$ cat src/verilog/serial_pkg.sv
// Package for the asynchronous serial transmitter/receiver core.
// Assumes a single 250 MHz clock and a plain register port with 8-bit data.
package serial_pkg;
   // Register offsets.
   localparam logic [2:0] OFF_CTRL_ONE = 3'h0;
   localparam logic [2:0] OFF_CTRL_TWO = 3'h1;
   localparam logic [2:0] OFF_STATUS_ONE = 3'h2;
   localparam logic [2:0] OFF_DATA_HIGH = 3'h3;
   localparam logic [2:0] OFF_DATA_LOW = 3'h4;
   localparam logic [2:0] OFF_BAUD_LOW = 3'h5;
   localparam logic [2:0] OFF_BAUD_HIGH = 3'h6;
   // Control one field positions.
   localparam int BIT_PARITY_ODD = 0;
   localparam int BIT_PARITY_ON = 1;
   localparam int BIT_IDLE_START = 2;
   localparam int BIT_NINE_BITS = 4;
   localparam int BIT_RX_SOURCE = 5;
   localparam int BIT_LOOPBACK = 7;
   // Control two field positions.
   localparam int BIT_SEND_BREAK = 0;
   localparam int BIT_RX_ENABLE = 2;
   localparam int BIT_TX_ENABLE = 3;
   localparam int BIT_IDLE_IRQ_EN = 4;
   localparam int BIT_RX_IRQ_EN = 5;
   localparam int BIT_DONE_IRQ_EN = 6;
   localparam int BIT_EMPTY_IRQ_EN = 7;
   // Status one field positions.
   localparam int BIT_PARITY_ERR = 0;
   localparam int BIT_FRAME_ERR = 1;
   localparam int BIT_NOISE = 2;
   localparam int BIT_OVERRUN = 3;
   localparam int BIT_IDLE = 4;
   localparam int BIT_RX_FULL = 5;
   localparam int BIT_TX_DONE = 6;
   localparam int BIT_TX_EMPTY = 7;
   // Reset values.
   localparam logic [7:0] RST_CTRL = 8'h00;
   localparam logic [12:0] RST_BAUD = 13'h0004;
   // Oversampling figures.
   localparam logic [3:0] OVERSAMPLE = 4'hF;
   localparam logic [3:0] TICK_3 = 4'h3;
   localparam logic [3:0] TICK_5 = 4'h5;
   localparam logic [3:0] TICK_7 = 4'h7;
   localparam logic [3:0] TICK_8 = 4'h8;
   localparam logic [3:0] TICK_9 = 4'h9;
   localparam logic [3:0] TICK_10 = 4'hA;
   localparam logic [3:0] IDLE_BITS_EIGHT = 4'hA;
   localparam logic [3:0] IDLE_BITS_NINE = 4'hB;
   typedef enum logic [2:0] {
      RX_SEARCH = 3'b001,
      RX_START = 3'b010,
      RX_DATA = 3'b100
   } rx_state_t;
endpackage : serial_pkg

$ cat src/verilog/async_serial_rx_tx_core.sv
// Asynchronous serial transmitter/receiver with 16x oversampled receiver.
// Assumes rx_pin is asynchronous; registers are reached over a plain strobe port.
// Notes on behaviour
// - Idle count starts after start or stop.
// - Parity occupies the data field's top bit.
// - Odd select inverts the even parity bit.
// - Loopback and single-wire routing of receiver input.
// - Receiver times bits with sixteen-times clock.
// - Resync after start and one-to-zero data change.
// - Start is zero after three ones.
// - Ticks three, five, seven verify start.
// - Failed verification restarts the start search.
// - Enabled sources ORed onto one request.
// - Empty sets on load; status read, write clears.
// - Done sets when idle; pin idles high except in single-wire mode.
// - Break has no stop bit, then done.
// - Done clears by sequence or new queueing.
// - Full sets on transfer; status read, read clears.
// - Receive interrupt enable makes full raise request.
// - Overrun drops new frame, keeps held data.
// - Idle after ten or eleven ones.
// - Idle rearms only after full sets.
`timescale 1ns/1ps
`default_nettype none
module async_serial_rx_tx_core
   import serial_pkg::*;
(
   input wire logic clk,
   input wire logic rstn,
   input wire logic [2:0] addr,
   input wire logic [7:0] wdata,
   input wire logic wr,
   input wire logic rd,
   output logic [7:0] rdata,
   input wire logic rx_pin,
   output logic tx_out,
   output logic tx_oe,
   output logic irq
);
   import serial_pkg::*;

   logic [7:0] serial_control_one;
   logic [7:0] serial_control_two;
   logic [12:0] baud_div;
   logic [12:0] baud_cnt;
   logic tick;
   logic rx_s1, rx_s2;
   logic rx_in;
   logic tx_line;
   logic tx_empty_flag, tx_done_flag, rx_full_flag, overrun, idle_flag;
   logic noise, frame_err, parity_err;
   logic idle_armed;
   logic status_seen;
   logic [8:0] tx_hold;
   logic tx_hold_brk;
   logic [10:0] tx_shift;
   logic [3:0] tx_bits;
   logic [3:0] tx_tick;
   logic tx_busy;
   logic [8:0] rx_data;
   rx_state_t rx_state;
   logic [3:0] oversample_clock;
   logic [2:0] ones_hist;
   logic [2:0] smp;
   logic [3:0] rx_bitn;
   logic [9:0] rx_shift;
   logic prev_bit;
   logic [3:0] edge_pos;
   logic [3:0] idle_cnt;
   logic [3:0] bit_tick;
   logic rx_done;

   wire nine = serial_control_one[BIT_NINE_BITS];
   wire par_on = serial_control_one[BIT_PARITY_ON];
   wire par_odd = serial_control_one[BIT_PARITY_ODD];
   wire [3:0] frame_bits = nine ? 4'hB : 4'hA;
   wire maj = (smp[0] & smp[1]) | (smp[0] & smp[2]) | (smp[1] & smp[2]);
   wire start_fail = (smp[0] & smp[1]) | (smp[0] & rx_in) | (smp[1] & rx_in);
   wire status_rd = rd && addr == OFF_STATUS_ONE;
   wire low_rd = rd && addr == OFF_DATA_LOW;
   wire low_wr = wr && addr == OFF_DATA_LOW;

   ////////////////////////////////////////////////////////////////////////////
   // Baud divider gives one enable pulse per oversample tick.
   always_ff @(posedge clk or negedge rstn) begin
      if (!rstn) begin
         baud_cnt <= 13'h0000;
         tick <= 1'b0;
      end else if (baud_cnt >= baud_div) begin
         baud_cnt <= 13'h0000;
         tick <= 1'b1;
      end else begin
         baud_cnt <= baud_cnt + 13'h0001;
         tick <= 1'b0;
      end
   end

   // Two-flop synchroniser for the receive pin.
   always_ff @(posedge clk or negedge rstn) begin
      if (!rstn) begin
         rx_s1 <= 1'b1;
         rx_s2 <= 1'b1;
      end else begin
         rx_s1 <= rx_pin;
         rx_s2 <= rx_s1;
      end
   end

   // Receiver source routing; single-wire reads back the driven line.
   always_comb begin
      if (!serial_control_one[BIT_LOOPBACK]) begin
         rx_in = rx_s2;
      end else if (!serial_control_one[BIT_RX_SOURCE]) begin
         rx_in = tx_line;
      end else begin
         rx_in = tx_out;
      end
   end

   ////////////////////////////////////////////////////////////////////////////
   // Control registers and baud divisor.
   always_ff @(posedge clk or negedge rstn) begin
      if (!rstn) begin
         serial_control_one <= RST_CTRL;
         serial_control_two <= RST_CTRL;
         baud_div <= RST_BAUD;
      end else if (wr) begin
         if (addr == OFF_CTRL_ONE) begin
            serial_control_one <= wdata;
         end else if (addr == OFF_CTRL_TWO) begin
            serial_control_two <= wdata;
         end else if (addr == OFF_BAUD_LOW) begin
            baud_div[7:0] <= wdata;
         end else if (addr == OFF_BAUD_HIGH) begin
            baud_div[12:8] <= wdata[4:0];
         end
      end
   end

   // Arms the clear sequence once status is read; a data-low read or write ends it.
   always_ff @(posedge clk or negedge rstn) begin
      if (!rstn) begin
         status_seen <= 1'b0;
      end else if (status_rd) begin
         status_seen <= 1'b1;
      end else if (low_rd || low_wr) begin
         status_seen <= 1'b0;
      end
   end

   // Read data stands in the cycle after the read strobe.
   always_ff @(posedge clk or negedge rstn) begin
      if (!rstn) begin
         rdata <= 8'h00;
      end else if (rd) begin
         if (addr == OFF_CTRL_ONE) begin
            rdata <= serial_control_one;
         end else if (addr == OFF_CTRL_TWO) begin
            rdata <= serial_control_two;
         end else if (addr == OFF_STATUS_ONE) begin
            rdata <= {tx_empty_flag, tx_done_flag, rx_full_flag, idle_flag,
                      overrun, noise, frame_err, parity_err};
         end else if (addr == OFF_DATA_HIGH) begin
            rdata <= {rx_data[8], 7'h00};
         end else if (addr == OFF_DATA_LOW) begin
            rdata <= rx_data[7:0];
         end else if (addr == OFF_BAUD_LOW) begin
            rdata <= baud_div[7:0];
         end else if (addr == OFF_BAUD_HIGH) begin
            rdata <= {3'h0, baud_div[12:8]};
         end else begin
            rdata <= 8'h00;
         end
      end
   end

   ////////////////////////////////////////////////////////////////////////////
   // Transmit holding register; the ninth bit comes from a data-high write.
   wire tx_load = !tx_busy && !tx_empty_flag && tick;
   wire brk_req = serial_control_two[BIT_SEND_BREAK] && !tx_busy && tick && tx_empty_flag;
   always_ff @(posedge clk or negedge rstn) begin
      if (!rstn) begin
         tx_hold <= 9'h000;
      end else if (wr && addr == OFF_DATA_HIGH) begin
         tx_hold[8] <= wdata[6];
      end else if (low_wr) begin
         tx_hold[7:0] <= wdata;
      end
   end

   // Even parity over the data below the top bit; odd select inverts it.
   function automatic logic [10:0] build_frame(input logic [8:0] d, input logic n,
                                               input logic pon, input logic podd);
      logic [8:0] f;
      logic p;
      f = d;
      p = 1'b0;
      if (n) begin
         p = ^d[7:0] ^ podd;
         if (pon) f[8] = p;
         build_frame = {1'b1, f, 1'b0};
      end else begin
         p = ^d[6:0] ^ podd;
         if (pon) f[7] = p;
         build_frame = {2'b11, f[7:0], 1'b0};
      end
   endfunction

   // Transmit shifter: one bit per sixteen ticks, start bit first.
   always_ff @(posedge clk or negedge rstn) begin
      if (!rstn) begin
         tx_shift <= 11'h7FF;
         tx_bits <= 4'h0;
         tx_tick <= 4'h0;
         tx_busy <= 1'b0;
         tx_line <= 1'b1;
         tx_hold_brk <= 1'b0;
      end else if (tx_load && serial_control_two[BIT_TX_ENABLE]) begin
         tx_shift <= build_frame(tx_hold, nine, par_on, par_odd);
         tx_bits <= frame_bits;
         tx_tick <= 4'h0;
         tx_busy <= 1'b1;
         tx_hold_brk <= 1'b0;
      end else if (brk_req && serial_control_two[BIT_TX_ENABLE]) begin
         tx_shift <= 11'h000;
         tx_bits <= frame_bits;
         tx_tick <= 4'h0;
         tx_busy <= 1'b1;
         tx_hold_brk <= 1'b1;
      end else if (tx_busy && tick) begin
         tx_line <= tx_shift[0];
         tx_tick <= tx_tick + 4'h1;
         if (tx_tick == OVERSAMPLE) begin
            tx_shift <= {1'b1, tx_shift[10:1]};
            tx_bits <= tx_bits - 4'h1;
            if (tx_bits == 4'h1) begin
               tx_busy <= 1'b0;
            end
         end
      end else if (!tx_busy) begin
         tx_line <= 1'b1;
      end
   end

   // Pin output; the pin is released in loopback mode, and in single-wire mode it echoes the pin input while idle.
   always_ff @(posedge clk or negedge rstn) begin
      if (!rstn) begin
         tx_out <= 1'b1;
         tx_oe <= 1'b0;
      end else begin
         tx_out <= serial_control_one[BIT_LOOPBACK] && serial_control_one[BIT_RX_SOURCE]
                   && !tx_busy ? rx_s2 : tx_line;
         tx_oe <= serial_control_two[BIT_TX_ENABLE]
                  && !(serial_control_one[BIT_LOOPBACK] && !serial_control_one[BIT_RX_SOURCE]);
      end
   end

   // Transmit flags; for empty the hardware set wins over the software clear, for done the clear wins.
   always_ff @(posedge clk or negedge rstn) begin
      if (!rstn) begin
         tx_empty_flag <= 1'b1;
         tx_done_flag <= 1'b1;
      end else begin
         if (tx_load && serial_control_two[BIT_TX_ENABLE]) begin
            tx_empty_flag <= 1'b1;
         end else if (low_wr && status_seen && tx_empty_flag) begin
            tx_empty_flag <= 1'b0;
         end
         // Queueing a byte must drop done at once, not at the next baud tick.
         if (!tx_busy && tx_empty_flag && !brk_req && !(low_wr && status_seen)) begin
            tx_done_flag <= 1'b1;
         end else if ((low_wr && status_seen) || tx_load || brk_req) begin
            tx_done_flag <= 1'b0;
         end
      end
   end

   ////////////////////////////////////////////////////////////////////////////
   // Receiver: start search, verification and majority data sampling.
   always_ff @(posedge clk or negedge rstn) begin
      if (!rstn) begin
         rx_state <= RX_SEARCH;
         oversample_clock <= 4'h0;
         ones_hist <= 3'h0;
         smp <= 3'h7;
         rx_bitn <= 4'h0;
         rx_shift <= 10'h000;
         prev_bit <= 1'b1;
         edge_pos <= 4'h0;
         rx_done <= 1'b0;
         noise <= 1'b0;
      end else begin
         rx_done <= 1'b0;
         if (status_seen && low_rd) noise <= 1'b0;
         if (tick && serial_control_two[BIT_RX_ENABLE]) begin
            case (rx_state)
               RX_SEARCH: begin
                  ones_hist <= {ones_hist[1:0], rx_in};
                  if (!rx_in && ones_hist == 3'h7) begin
                     rx_state <= RX_START;
                     oversample_clock <= 4'h1;
                  end
               end
               RX_START: begin
                  oversample_clock <= oversample_clock + 4'h1;
                  if (oversample_clock == TICK_3) smp[0] <= rx_in;
                  if (oversample_clock == TICK_5) smp[1] <= rx_in;
                  if (oversample_clock == TICK_7) begin
                     // A verified start with any disagreeing sample is noisy.
                     if (!start_fail && (smp[0] | smp[1] | rx_in)) noise <= 1'b1;
                     if (start_fail) begin
                        rx_state <= RX_SEARCH;
                        oversample_clock <= 4'h0;
                        ones_hist <= 3'h0;
                     end
                  end
                  if (oversample_clock == OVERSAMPLE) begin
                     rx_state <= RX_DATA;
                     rx_bitn <= 4'h0;
                     prev_bit <= 1'b0;
                     oversample_clock <= 4'h0;
                  end
               end
               RX_DATA: begin
                  oversample_clock <= oversample_clock + 4'h1;
                  // Remember where the last falling edge fell, for the resync below.
                  ones_hist <= {ones_hist[1:0], rx_in};
                  if (ones_hist[0] && !rx_in) edge_pos <= oversample_clock;
                  if (oversample_clock == TICK_8) smp[0] <= rx_in;
                  if (oversample_clock == TICK_9) smp[1] <= rx_in;
                  if (oversample_clock == TICK_10) smp[2] <= rx_in;
                  if (oversample_clock == TICK_10 + 4'h1) begin
                     rx_shift <= {maj, rx_shift[9:1]};
                     prev_bit <= maj;
                     rx_bitn <= rx_bitn + 4'h1;
                     if ((smp[0] ^ smp[1]) | (smp[1] ^ smp[2])) noise <= 1'b1;
                     if (prev_bit && !maj) begin
                        oversample_clock <= TICK_10 + 4'h2 - edge_pos;
                     end
                     if (rx_bitn == frame_bits - 4'h2) begin
                        rx_done <= 1'b1;
                        rx_state <= RX_SEARCH;
                        ones_hist <= 3'h0;
                     end
                  end
               end
               default: rx_state <= RX_SEARCH;
            endcase
         end
      end
   end

   // Frame transfer into the data register, overrun and error flags.
   // The stop bit is the last one shifted in, so it sits at the top.
   wire stop_bit = rx_shift[9];
   wire [8:0] got = nine ? rx_shift[8:0] : {1'b0, rx_shift[8:1]};
   wire got_par = nine ? (^got[7:0] ^ par_odd) != got[8] : (^got[6:0] ^ par_odd) != got[7];
   always_ff @(posedge clk or negedge rstn) begin
      if (!rstn) begin
         rx_full_flag <= 1'b0;
         overrun <= 1'b0;
         rx_data <= 9'h000;
         frame_err <= 1'b0;
         parity_err <= 1'b0;
      end else begin
         if (rx_done && rx_full_flag) begin
            overrun <= 1'b1;
         end else if (rx_done) begin
            rx_full_flag <= 1'b1;
            rx_data <= got;
            frame_err <= !stop_bit;
            parity_err <= par_on && got_par;
         end else if (status_seen && low_rd) begin
            rx_full_flag <= 1'b0;
            overrun <= 1'b0;
            frame_err <= 1'b0;
            parity_err <= 1'b0;
         end
      end
   end

   // Idle detector counts one bit of ones per sixteen ticks of high line.
   always_ff @(posedge clk or negedge rstn) begin
      if (!rstn) begin
         idle_cnt <= 4'h0;
         bit_tick <= 4'h0;
         idle_flag <= 1'b0;
         idle_armed <= 1'b1;
      end else begin
         if (rx_done && !rx_full_flag) idle_armed <= 1'b1;
         if (tick) bit_tick <= bit_tick + 4'h1;
         if (!rx_in || (rx_state != RX_SEARCH && serial_control_one[BIT_IDLE_START])) begin
            idle_cnt <= 4'h0;
            bit_tick <= 4'h0;
         end else if (tick && bit_tick == OVERSAMPLE && idle_cnt != 4'hF) begin
            idle_cnt <= idle_cnt + 4'h1;
         end
         if (idle_armed && idle_cnt == (nine ? IDLE_BITS_NINE : IDLE_BITS_EIGHT)) begin
            idle_flag <= 1'b1;
            idle_armed <= 1'b0;
         end else if (status_seen && low_rd && idle_flag) begin
            idle_flag <= 1'b0;
         end
      end
   end

   // Single ORed request line.
   always_ff @(posedge clk or negedge rstn) begin
      if (!rstn) begin
         irq <= 1'b0;
      end else begin
         irq <= (tx_empty_flag & serial_control_two[BIT_EMPTY_IRQ_EN])
              | (tx_done_flag & serial_control_two[BIT_DONE_IRQ_EN])
              | ((rx_full_flag | overrun) & serial_control_two[BIT_RX_IRQ_EN])
              | (idle_flag & serial_control_two[BIT_IDLE_IRQ_EN]);
      end
   end
endmodule : async_serial_rx_tx_core
`default_nettype wire

$ cat config.mk
export PLATFORM = sky130hd
export DESIGN_NAME = async_serial_rx_tx_core
export DESIGN_NICKNAME = d
export VERILOG_FILES = /design/src/verilog/serial_pkg.sv /design/src/verilog/async_serial_rx_tx_core.sv
export SDC_FILE = /design/constraint.sdc
export NUM_CORES = 1
export LEC_CHECK = 0
export ABC_AREA = 1
export ABC_CLOCK_PERIOD_IN_PS = 4100
export BUFFER_PORTS_ARGS = -buffer_cell sky130_fd_sc_hd__clkbuf_2
export CAP_MARGIN = 30
export CORE_MARGIN = 2
export CORE_UTILIZATION = 50
export DETAILED_ROUTE_END_ITERATION = 8
export HOLD_SLACK_MARGIN = 0.1
export PLACE_DENSITY = 0.79
export SLEW_MARGIN = 20
export SYNTH_ARGS = -nofsm -noshare
export SYNTH_HDL_FRONTEND = slang
export SYNTH_SLANG_ARGS = --single-unit
export TNS_END_PERCENT = 50
$ cat constraint.sdc
create_clock -name clk -period 4.1 [get_ports clk]
set_input_delay 0.205 -clock clk [delete_from_list [all_inputs] [get_ports clk]]
set_output_delay 0.205 -clock clk [all_outputs]
set_load 0.01 [all_outputs]
==> run_results.csv, run 1 <==
group,metric,value,unit
power,total_leakage_power,4.08,nW
clock_network,clk_transition_reported_paths,0.07,ns
placed_design,place_congestion,0.899,
synthesis,ys_dominant_reg_cell,"dfrtp_1",
die,die_width,128,µm
drt,route.final.wire_length,17200,µm
worst_hold_path,holdPathStages,3,
timing,finalCritPeriodShare,0.529,
synthesis,yosys.cell_types.count,51,
placed_design,dp_hpwl,12200,µm
grt,initial_antenna_violation_count,0,
timing,transition_time_of_the_tightest_slew_check_pin,0.741,ns
setup_path,cp.arrival,2.51,ns
synthesis,synth.area.top_cells,"dfrtp_1, nand2_1, dfstp_2, o21ai_0, inv_1",
die,die-height,128,µm
die,core-area,0.0151,mm²
grt,grt_overflow_total,0,
power,vdd.ir_drop.worst,333,µV
timing,fmaxAchievable,461,MHz
setup_path,critPathSlowestCell,"dfstp_2",
finish,net_total_in_the_final_layout,987,
drt,route.detailed.wl_per_inst,15.1,µm
drt,route.antenna.remaining_nets,0,
synthesis,ys_async_sr_fraction,1.00,
timing,min_period,2.17,ns
setup_path,critPathRequiredTime,4.44,ns
synthesis,synth.largest_area_cell,"dfrtp_1",
clock_network,tritoncts,"built",
synthesis,syn_area_per_cell,8.39,µm²
timing,finClkSkew,0.0106,ns
clock_network,clock_latency,0.44,ns
synthesis,post_syn_area,0.00764,mm²
setup_path,critical-path-top-delay-family,"simple AND/OR/NAND/NOR gates",
timing,timing.slew.headroom,0.504,
die,die_area,0.0163,mm²
clock_network,htree_levels,4,
timing,setup_viol_count_final,0,
timing,fin_hold_ws,0.131,ns
run_status,status,"finished, final reports clean",
die,num_rows,45,
drt,drtPass1Iterations,5,
drt,detailedRoute.firstIterationViolations,571,
drt,drcViolationCount,0,
timing,totalNegativeSetupSlack,0,ns
clock_network,clock-sinks,146,
setup_path,ff2ff_path_depth,7,
synthesis,synth_top_area_share,0.400,
setup_path,timing.critical_path.cells,"inv_1 -> ha_1 -> a21oi_1 -> o221ai_1 -> nand3_1 -> nand3_1 -> nor3b_1",
setup_path,r2r_start,"baud_div[2]$_DFFE_PN1P_",
clock_network,cts.root.buffer_cell,"clkbuf_16",
synthesis,synthesis.instances,911,
drt,number_of_vias_per_cell,5.44,
drt,vias,6218,
timing,unrepaired_setup_endpoints_after_global_routing,"false",
worst_hold_path,holdCritPathClass,"in2reg",
synthesis,synth-warning-count,0,
power,power_per_cell_area,514,mW/mm²
grt,gr-usage-all-layers,0.225,
job,max_cap_viols,0,
die,initial_utilization,0.506,
setup_path,cp_num_buf_inv,1,
grt,grt_start_max_net_pins,83,
clock_network,number_of_buffers_on_the_longest_clock_path,2,
synthesis,synth.yosys.seq_area_share,0.482,
die,top_level_ports,27,
finish,area_delta_synth_final,12.4,%
synthesis,syn_nets,955,
setup_path,critical_path.max_fanout,14,
setup_path,critical_path.max_stage_delay,0.54,ns
synthesis,seq_cells_post_synth,146,
finish,mostFrequentLayoutCells,"nand2_1, dfrtp_1, inv_1",
synthesis,number_of_enable_flip_flop_cells_after_synthesis,0,
grt,first_global_vias,5934,
worst_hold_path,min_from,"wdata[3]",
setup_path,critical-path-top-cell-by-count,"nand3_1",
timing,max_slew_violation_total_from_the_final_report,0,
finish,drive_above_1_share,0.141,
finish,final_common_cell,"nand2_1",
setup_path,r2r-end,"baud_cnt[10]$_DFF_PN0_",
setup_path,cp-start-kind,"flip-flop",
setup_path,r2r_slack,1.93,ns
clock_network,postCtsResizedCells,0,
worst_hold_path,hold_path_end,"serial_control_two[3]$_DFFE_PN0P_",
setup_path,timing.setup.critical_path_class,"reg2reg",
finish,antenna-diode-count,0,
setup_path,worstSetupEndpointType,"flip-flop",
placed_design,buffer_ports.inserted,26,
setup_path,critical_path_cell_count,7,
grt,grt_pass1_wl,28600,µm
clock_network,cts_inserted_buffers,17,
timing,final_hold_viol_count,0,
-- per-stage QoR --
step                      area, µm²  setup WS, ns  std cells  utilization  power [mW]
final                          8590          1.93       1144        0.569        4.41
after CTS                      8590          1.92       1144        0.569        4.42
after detailed placement       7910          1.93       1110        0.524        2.69
after global placement         7910          2.01       1110        0.524        2.65
after floorplan                7640          2.41        911            -        2.44
after global routing           8590          1.69       1144        0.569        4.63
-- registers in the layout, indices dropped and copies added (netlist names), 3 cells and up --
| register | cells |
|---|---|
| idle_cnt | 4 |
| rx_shift | 10 |
| smp | 3 |
| rx_data | 9 |
| baud_cnt | 13 |
| tx_bits | 4 |
| serial_control_one | 8 |
| bit_tick | 4 |
| rx_bitn | 4 |
| serial_control_two | 8 |
| tx_hold | 9 |
| baud_div | 13 |
| tx_tick | 4 |
| tx_shift | 11 |
| rdata | 8 |
| edge_pos | 4 |
| oversample_clock | 4 |
| rx_state | 3 |
| ones_hist | 3 |
-- layer usage --
layer / track usage / wire length (µm)
met5: 0 / 0
met4: 0.0873 / 384
met3: 0.0440 / 879
met2: 0.363 / 8240
met1: 0.302 / 7720
-- worst min-delay path, delay by kind of cell --
kind,cells,cell delay (ns)
buf+inv,2,0.16
compound gates,1,0.16
-- cells in the mapped netlist (2+ instances only) --
cell	count
a21oi_1	43
a31oi_1	5
buf_2	6
buf_6	4
clkbuf_1	6
dfrtp_1	122
dfstp_2	24
ha_1	28
inv_1	116
inv_2	9
inv_4	2
nand2_1	227
nand2_2	3
nand2_4	3
nand3_1	41
nand3_2	3
nand4_1	12
nor2_1	52
nor2_2	5
nor2_4	4
nor3_1	6
nor3_2	4
nor3b_1	3
o211ai_1	4
o21a_1	2
o21ai_0	100
o21ai_1	9
o21ai_2	8
o221ai_1	3
o22ai_1	18
xnor2_1	10
xor2_1	10
-- power breakdown --
| part | total [mW] | switching, mW | internal [mW] |
|---|---|---|---|
| combinational | 0.841 | 0.541 | 0.301 |
| sequential | 1.84 | 0.186 | 1.66 |
| clock | 1.73 | 0.604 | 1.12 |
| total | 4.41 | 1.33 | 3.08 |
-- worst max-delay path by stage --
stage / startpoint / endpoint / slack (ns)
6_report: baud_div[2]$_DFFE_PN1P_ / baud_cnt[10]$_DFF_PN0_ / 1.93
2_1_floorplan: baud_div[2]$_DFFE_PN1P_ / baud_cnt[7]$_DFF_PN0_ / 2.41
5_1_grt: tick$_DFF_PN0_ / rx_bitn[3]$_DFFE_PN0P_ / 1.69
3_5_place_dp: baud_div[2]$_DFFE_PN1P_ / baud_cnt[10]$_DFF_PN0_ / 1.93
3_3_place_gp: baud_div[2]$_DFFE_PN1P_ / baud_cnt[3]$_DFF_PN0_ / 2.01
4_1_cts: baud_div[2]$_DFFE_PN1P_ / baud_cnt[10]$_DFF_PN0_ / 1.92
-- final cells by class --
cell class	instances	area, µm²
Fill cell	1308	6500
Sequential cell	146	3680
Multi-Input combinational cell	617	3330
Inverter	130	510
Clock buffer	22	474
Tap cell	188	235
Clock inverter	10	179
Timing Repair Buffer	31	179
-- kinds of logic (layout without fill, tap and decap cells) --
group,count (synthesis),after routing,synth area share
AND/OR/NAND/NOR,370,370,0.220
AO/OA/AOI/OAI,199,199,0.147
buffers and inverters,148,193,0.0825
flip-flops,146,146,0.482
adder cells (fa/ha/maj),28,28,0.0459
XOR/XNOR,20,20,0.0229
-- timing repair --
| item | in CTS | in global routing |
|---|---|---|
| endpoints found under the hold margin | 63 | 0 |
| setup buffers | 0 | 0 |
| hold buffers | 2 | 0 |
Power figures use the tool's default switching activity.
==> run 2: changes to the inputs <==
- ABC_CLOCK_PERIOD_IN_PS: 4100 -> 2300
- clock period: 4.1 -> 2.3 ns (I/O delays scaled with it)
==> run 2 against run 1 <==
  * Cell count increased by 1.1%
  * Critical path depth increased by 1
  * Maximum frequency increased by 13%
  * Sequential cell count unchanged
  * Non-clock buffer count increased by 13
  * Wire length decreased by 0.87%
  * Register-to-register slack got worse by 1.6 ns
  * Combinational power increased by 80%
  * First-iteration DRC count decreased by 7.4%
  * Sequential power increased by 79%
  * Global-route usage about the same
  * Die area unchanged
  * Highest routed layer unchanged
==> run_results.csv, run 2 (same netlist as run 1, synthesis figures left out) <==
group,metric,value,unit
run_status,status,"finished, final reports clean",
power,power_per_cell_area,870,mW/mm²
setup_path,cp-start-kind,"flip-flop",
clock_network,clock_latency,0.43,ns
drt,met3_wirelength,879,µm
timing,unrepaired_setup_endpoints_after_global_routing,"false",
die,die_area,0.0163,mm²
die,initial_utilization,0.506,
timing,max_slew_violation_total_from_the_final_report,0,
drt,route.antenna.remaining_nets,0,
setup_path,r2r_start,"baud_div[2]$_DFFE_PN1P_",
placed_design,dp_hpwl,12300,µm
grt,first_global_vias,5936,
drt,met1Wirelength,7660,µm
setup_path,cp.arrival,2.27,ns
placed_design,post_place_instance_area,0.00796,mm²
drt,route.detailed.wl_per_inst,14.8,µm
drt,highest_layer,"met4",
clock_network,number_of_buffers_on_the_longest_clock_path,2,
timing,timing.slew.headroom,0.541,
finish,final_common_cell,"nand2_1",
drt,drtPass1Iterations,5,
grt,grt_start_max_net_pins,70,
grt,grt_pass1_wl,29000,µm
placed_design,buffer_ports.inserted,26,
clock_network,htree_levels,4,
die,num_rows,45,
timing,min_period,1.93,ns
setup_path,worstSetupEndpointType,"flip-flop",
timing,fmaxAchievable,519,MHz
clock_network,cts.root.buffer_cell,"clkbuf_16",
clock_network,tritoncts,"built",
drt,detailedRoute.firstIterationViolations,529,
timing,transition_time_of_the_tightest_slew_check_pin,0.681,ns
setup_path,r2r-end,"baud_cnt[3]$_DFF_PN0_",
finish,area_delta_synth_final,13.0,%
clock_network,cts_inserted_buffers,17,
die,die_width,128,µm
clock_network,postCtsResizedCells,0,
grt,gr-usage-all-layers,0.225,
finish,final.fill_count,1331,
grt,initial_antenna_violation_count,0,
power,vdd.ir_drop.worst,584,µV
finish,cell_area_after_layout,0.00863,mm²
setup_path,critical_path.max_fanout,11,
finish,reg.largest.list,"baud_cnt (13), baud_div (13), tx_shift (11)",
finish,net_total_in_the_final_layout,1000,
clock_network,buffer_count_from_post_cts_setup_fixing,0,
finish,antenna-diode-count,0,
finish,drive_above_1_share,0.139,
setup_path,r2r_slack,0.37,ns
timing,setup_viol_count_final,0,
drt,route.final.wire_length,17100,µm
job,max_cap_viols,0,
worst_hold_path,hold_path_end,"rdata[7]$_DFFE_PN0P_",
timing,final_hold_viol_count,0,
die,top_level_ports,27,
timing,totalNegativeSetupSlack,0,ns
setup_path,timing.setup.critical_path_class,"reg2reg",
timing,finClkSkew,0.00661,ns
worst_hold_path,min_from,"rd",
setup_path,ff2ff_path_depth,8,
worst_hold_path,holdCritPathClass,"in2reg",
drt,wl_met2,8130,µm
power,total_leakage_power,4.10,nW
grt,grt_overflow_total,0,
clock_network,clock-sinks,146,
worst_hold_path,holdPathStages,3,
placed_design,place_congestion,0.908,
finish,mostFrequentLayoutCells,"nand2_1, dfrtp_1, inv_1",
clock_network,clk_transition_reported_paths,0.06,ns
setup_path,critPathRequiredTime,2.64,ns
die,die-height,128,µm
timing,finalCritPeriodShare,0.838,
die,core-area,0.0151,mm²
clock_network,cts_hold_repair.buffers,10,
drt,vias,6180,
drt,drcViolationCount,0,
drt,number_of_vias_per_cell,5.34,
## run 2: cell types whose count changed in the layout (fill, tap and decap cells not counted), sizes merged
cell / change
buf: +5
dlygate4sd3: +8
clkbuf: +5
clkinv: -2
bufinv: -3
## run 2: how the worst max path moves through the flow
stage,from,end,slack (ns),cells past startpoint
6_report,baud_div[2]$_DFFE_PN1P_,baud_cnt[3]$_DFF_PN0_,0.37,8
3_5_place_dp,baud_div[2]$_DFFE_PN1P_,baud_cnt[3]$_DFF_PN0_,0.40,8
5_1_grt,baud_div[2]$_DFFE_PN1P_,baud_cnt[3]$_DFF_PN0_,0.21,8
4_1_cts,baud_div[2]$_DFFE_PN1P_,baud_cnt[3]$_DFF_PN0_,0.37,8
2_1_floorplan,baud_div[2]$_DFFE_PN1P_,baud_cnt[7]$_DFF_PN0_,0.61,8
3_3_place_gp,baud_div[2]$_DFFE_PN1P_,baud_cnt[4]$_DFF_PN0_,0.49,8
## run 2: power by group
group / leakage, nW / internal [mW] / switching, mW / total, mW
clock: 0.279 / 1.68 / 1.03 / 2.71
combinational: 1.96 / 0.555 / 0.952 / 1.51
sequential: 1.86 / 2.95 / 0.342 / 3.29
## run 2: cell type report
cell class                      instances  area (µm²)  area share
Clock inverter                          5        75.1     0.00870
Clock buffer                           27         493      0.0571
Multi-Input combinational cell        617        3330       0.385
Tap cell                              188         235      0.0273
Timing Repair Buffer                   44         309      0.0358
Sequential cell                       146        3680       0.427
Inverter                              130         510      0.0591
## run 2: worst max-delay path: stages, from the launching register on
cell      delay, ns
dfstp_2        0.53
inv_1          0.06
ha_1           0.32
a21oi_1        0.17
o221ai_1       0.14
nand3_1        0.09
nand3_1        0.13
buf_4          0.22
nor3b_1        0.18
## run 2: per-stage QoR
step / setup WS [ns] / utilization / instances / total power, mW / hold slack (ns)
6_report: 0.373 / 0.572 / 1157 / 7.51 / 0.129
4_1_cts: 0.371 / 0.572 / 1157 / 7.54 / 0.117
2_1_floorplan: 0.614 / - / 911 / 4.34 / -0.181
3_3_place_gp: 0.491 / 0.528 / 1115 / 4.74 / 0.164
5_1_grt: 0.211 / 0.572 / 1157 / 7.92 / 0.142
3_5_place_dp: 0.403 / 0.528 / 1115 / 4.81 / 0.164
## run 2: routing by layer
layer / up-vias / track usage
met5: - / 0
met4: 0 / 0.0743
met3: 36 / 0.0511
met2: 175 / 0.365
met1: 2897 / 0.301
li1: 3072 / -
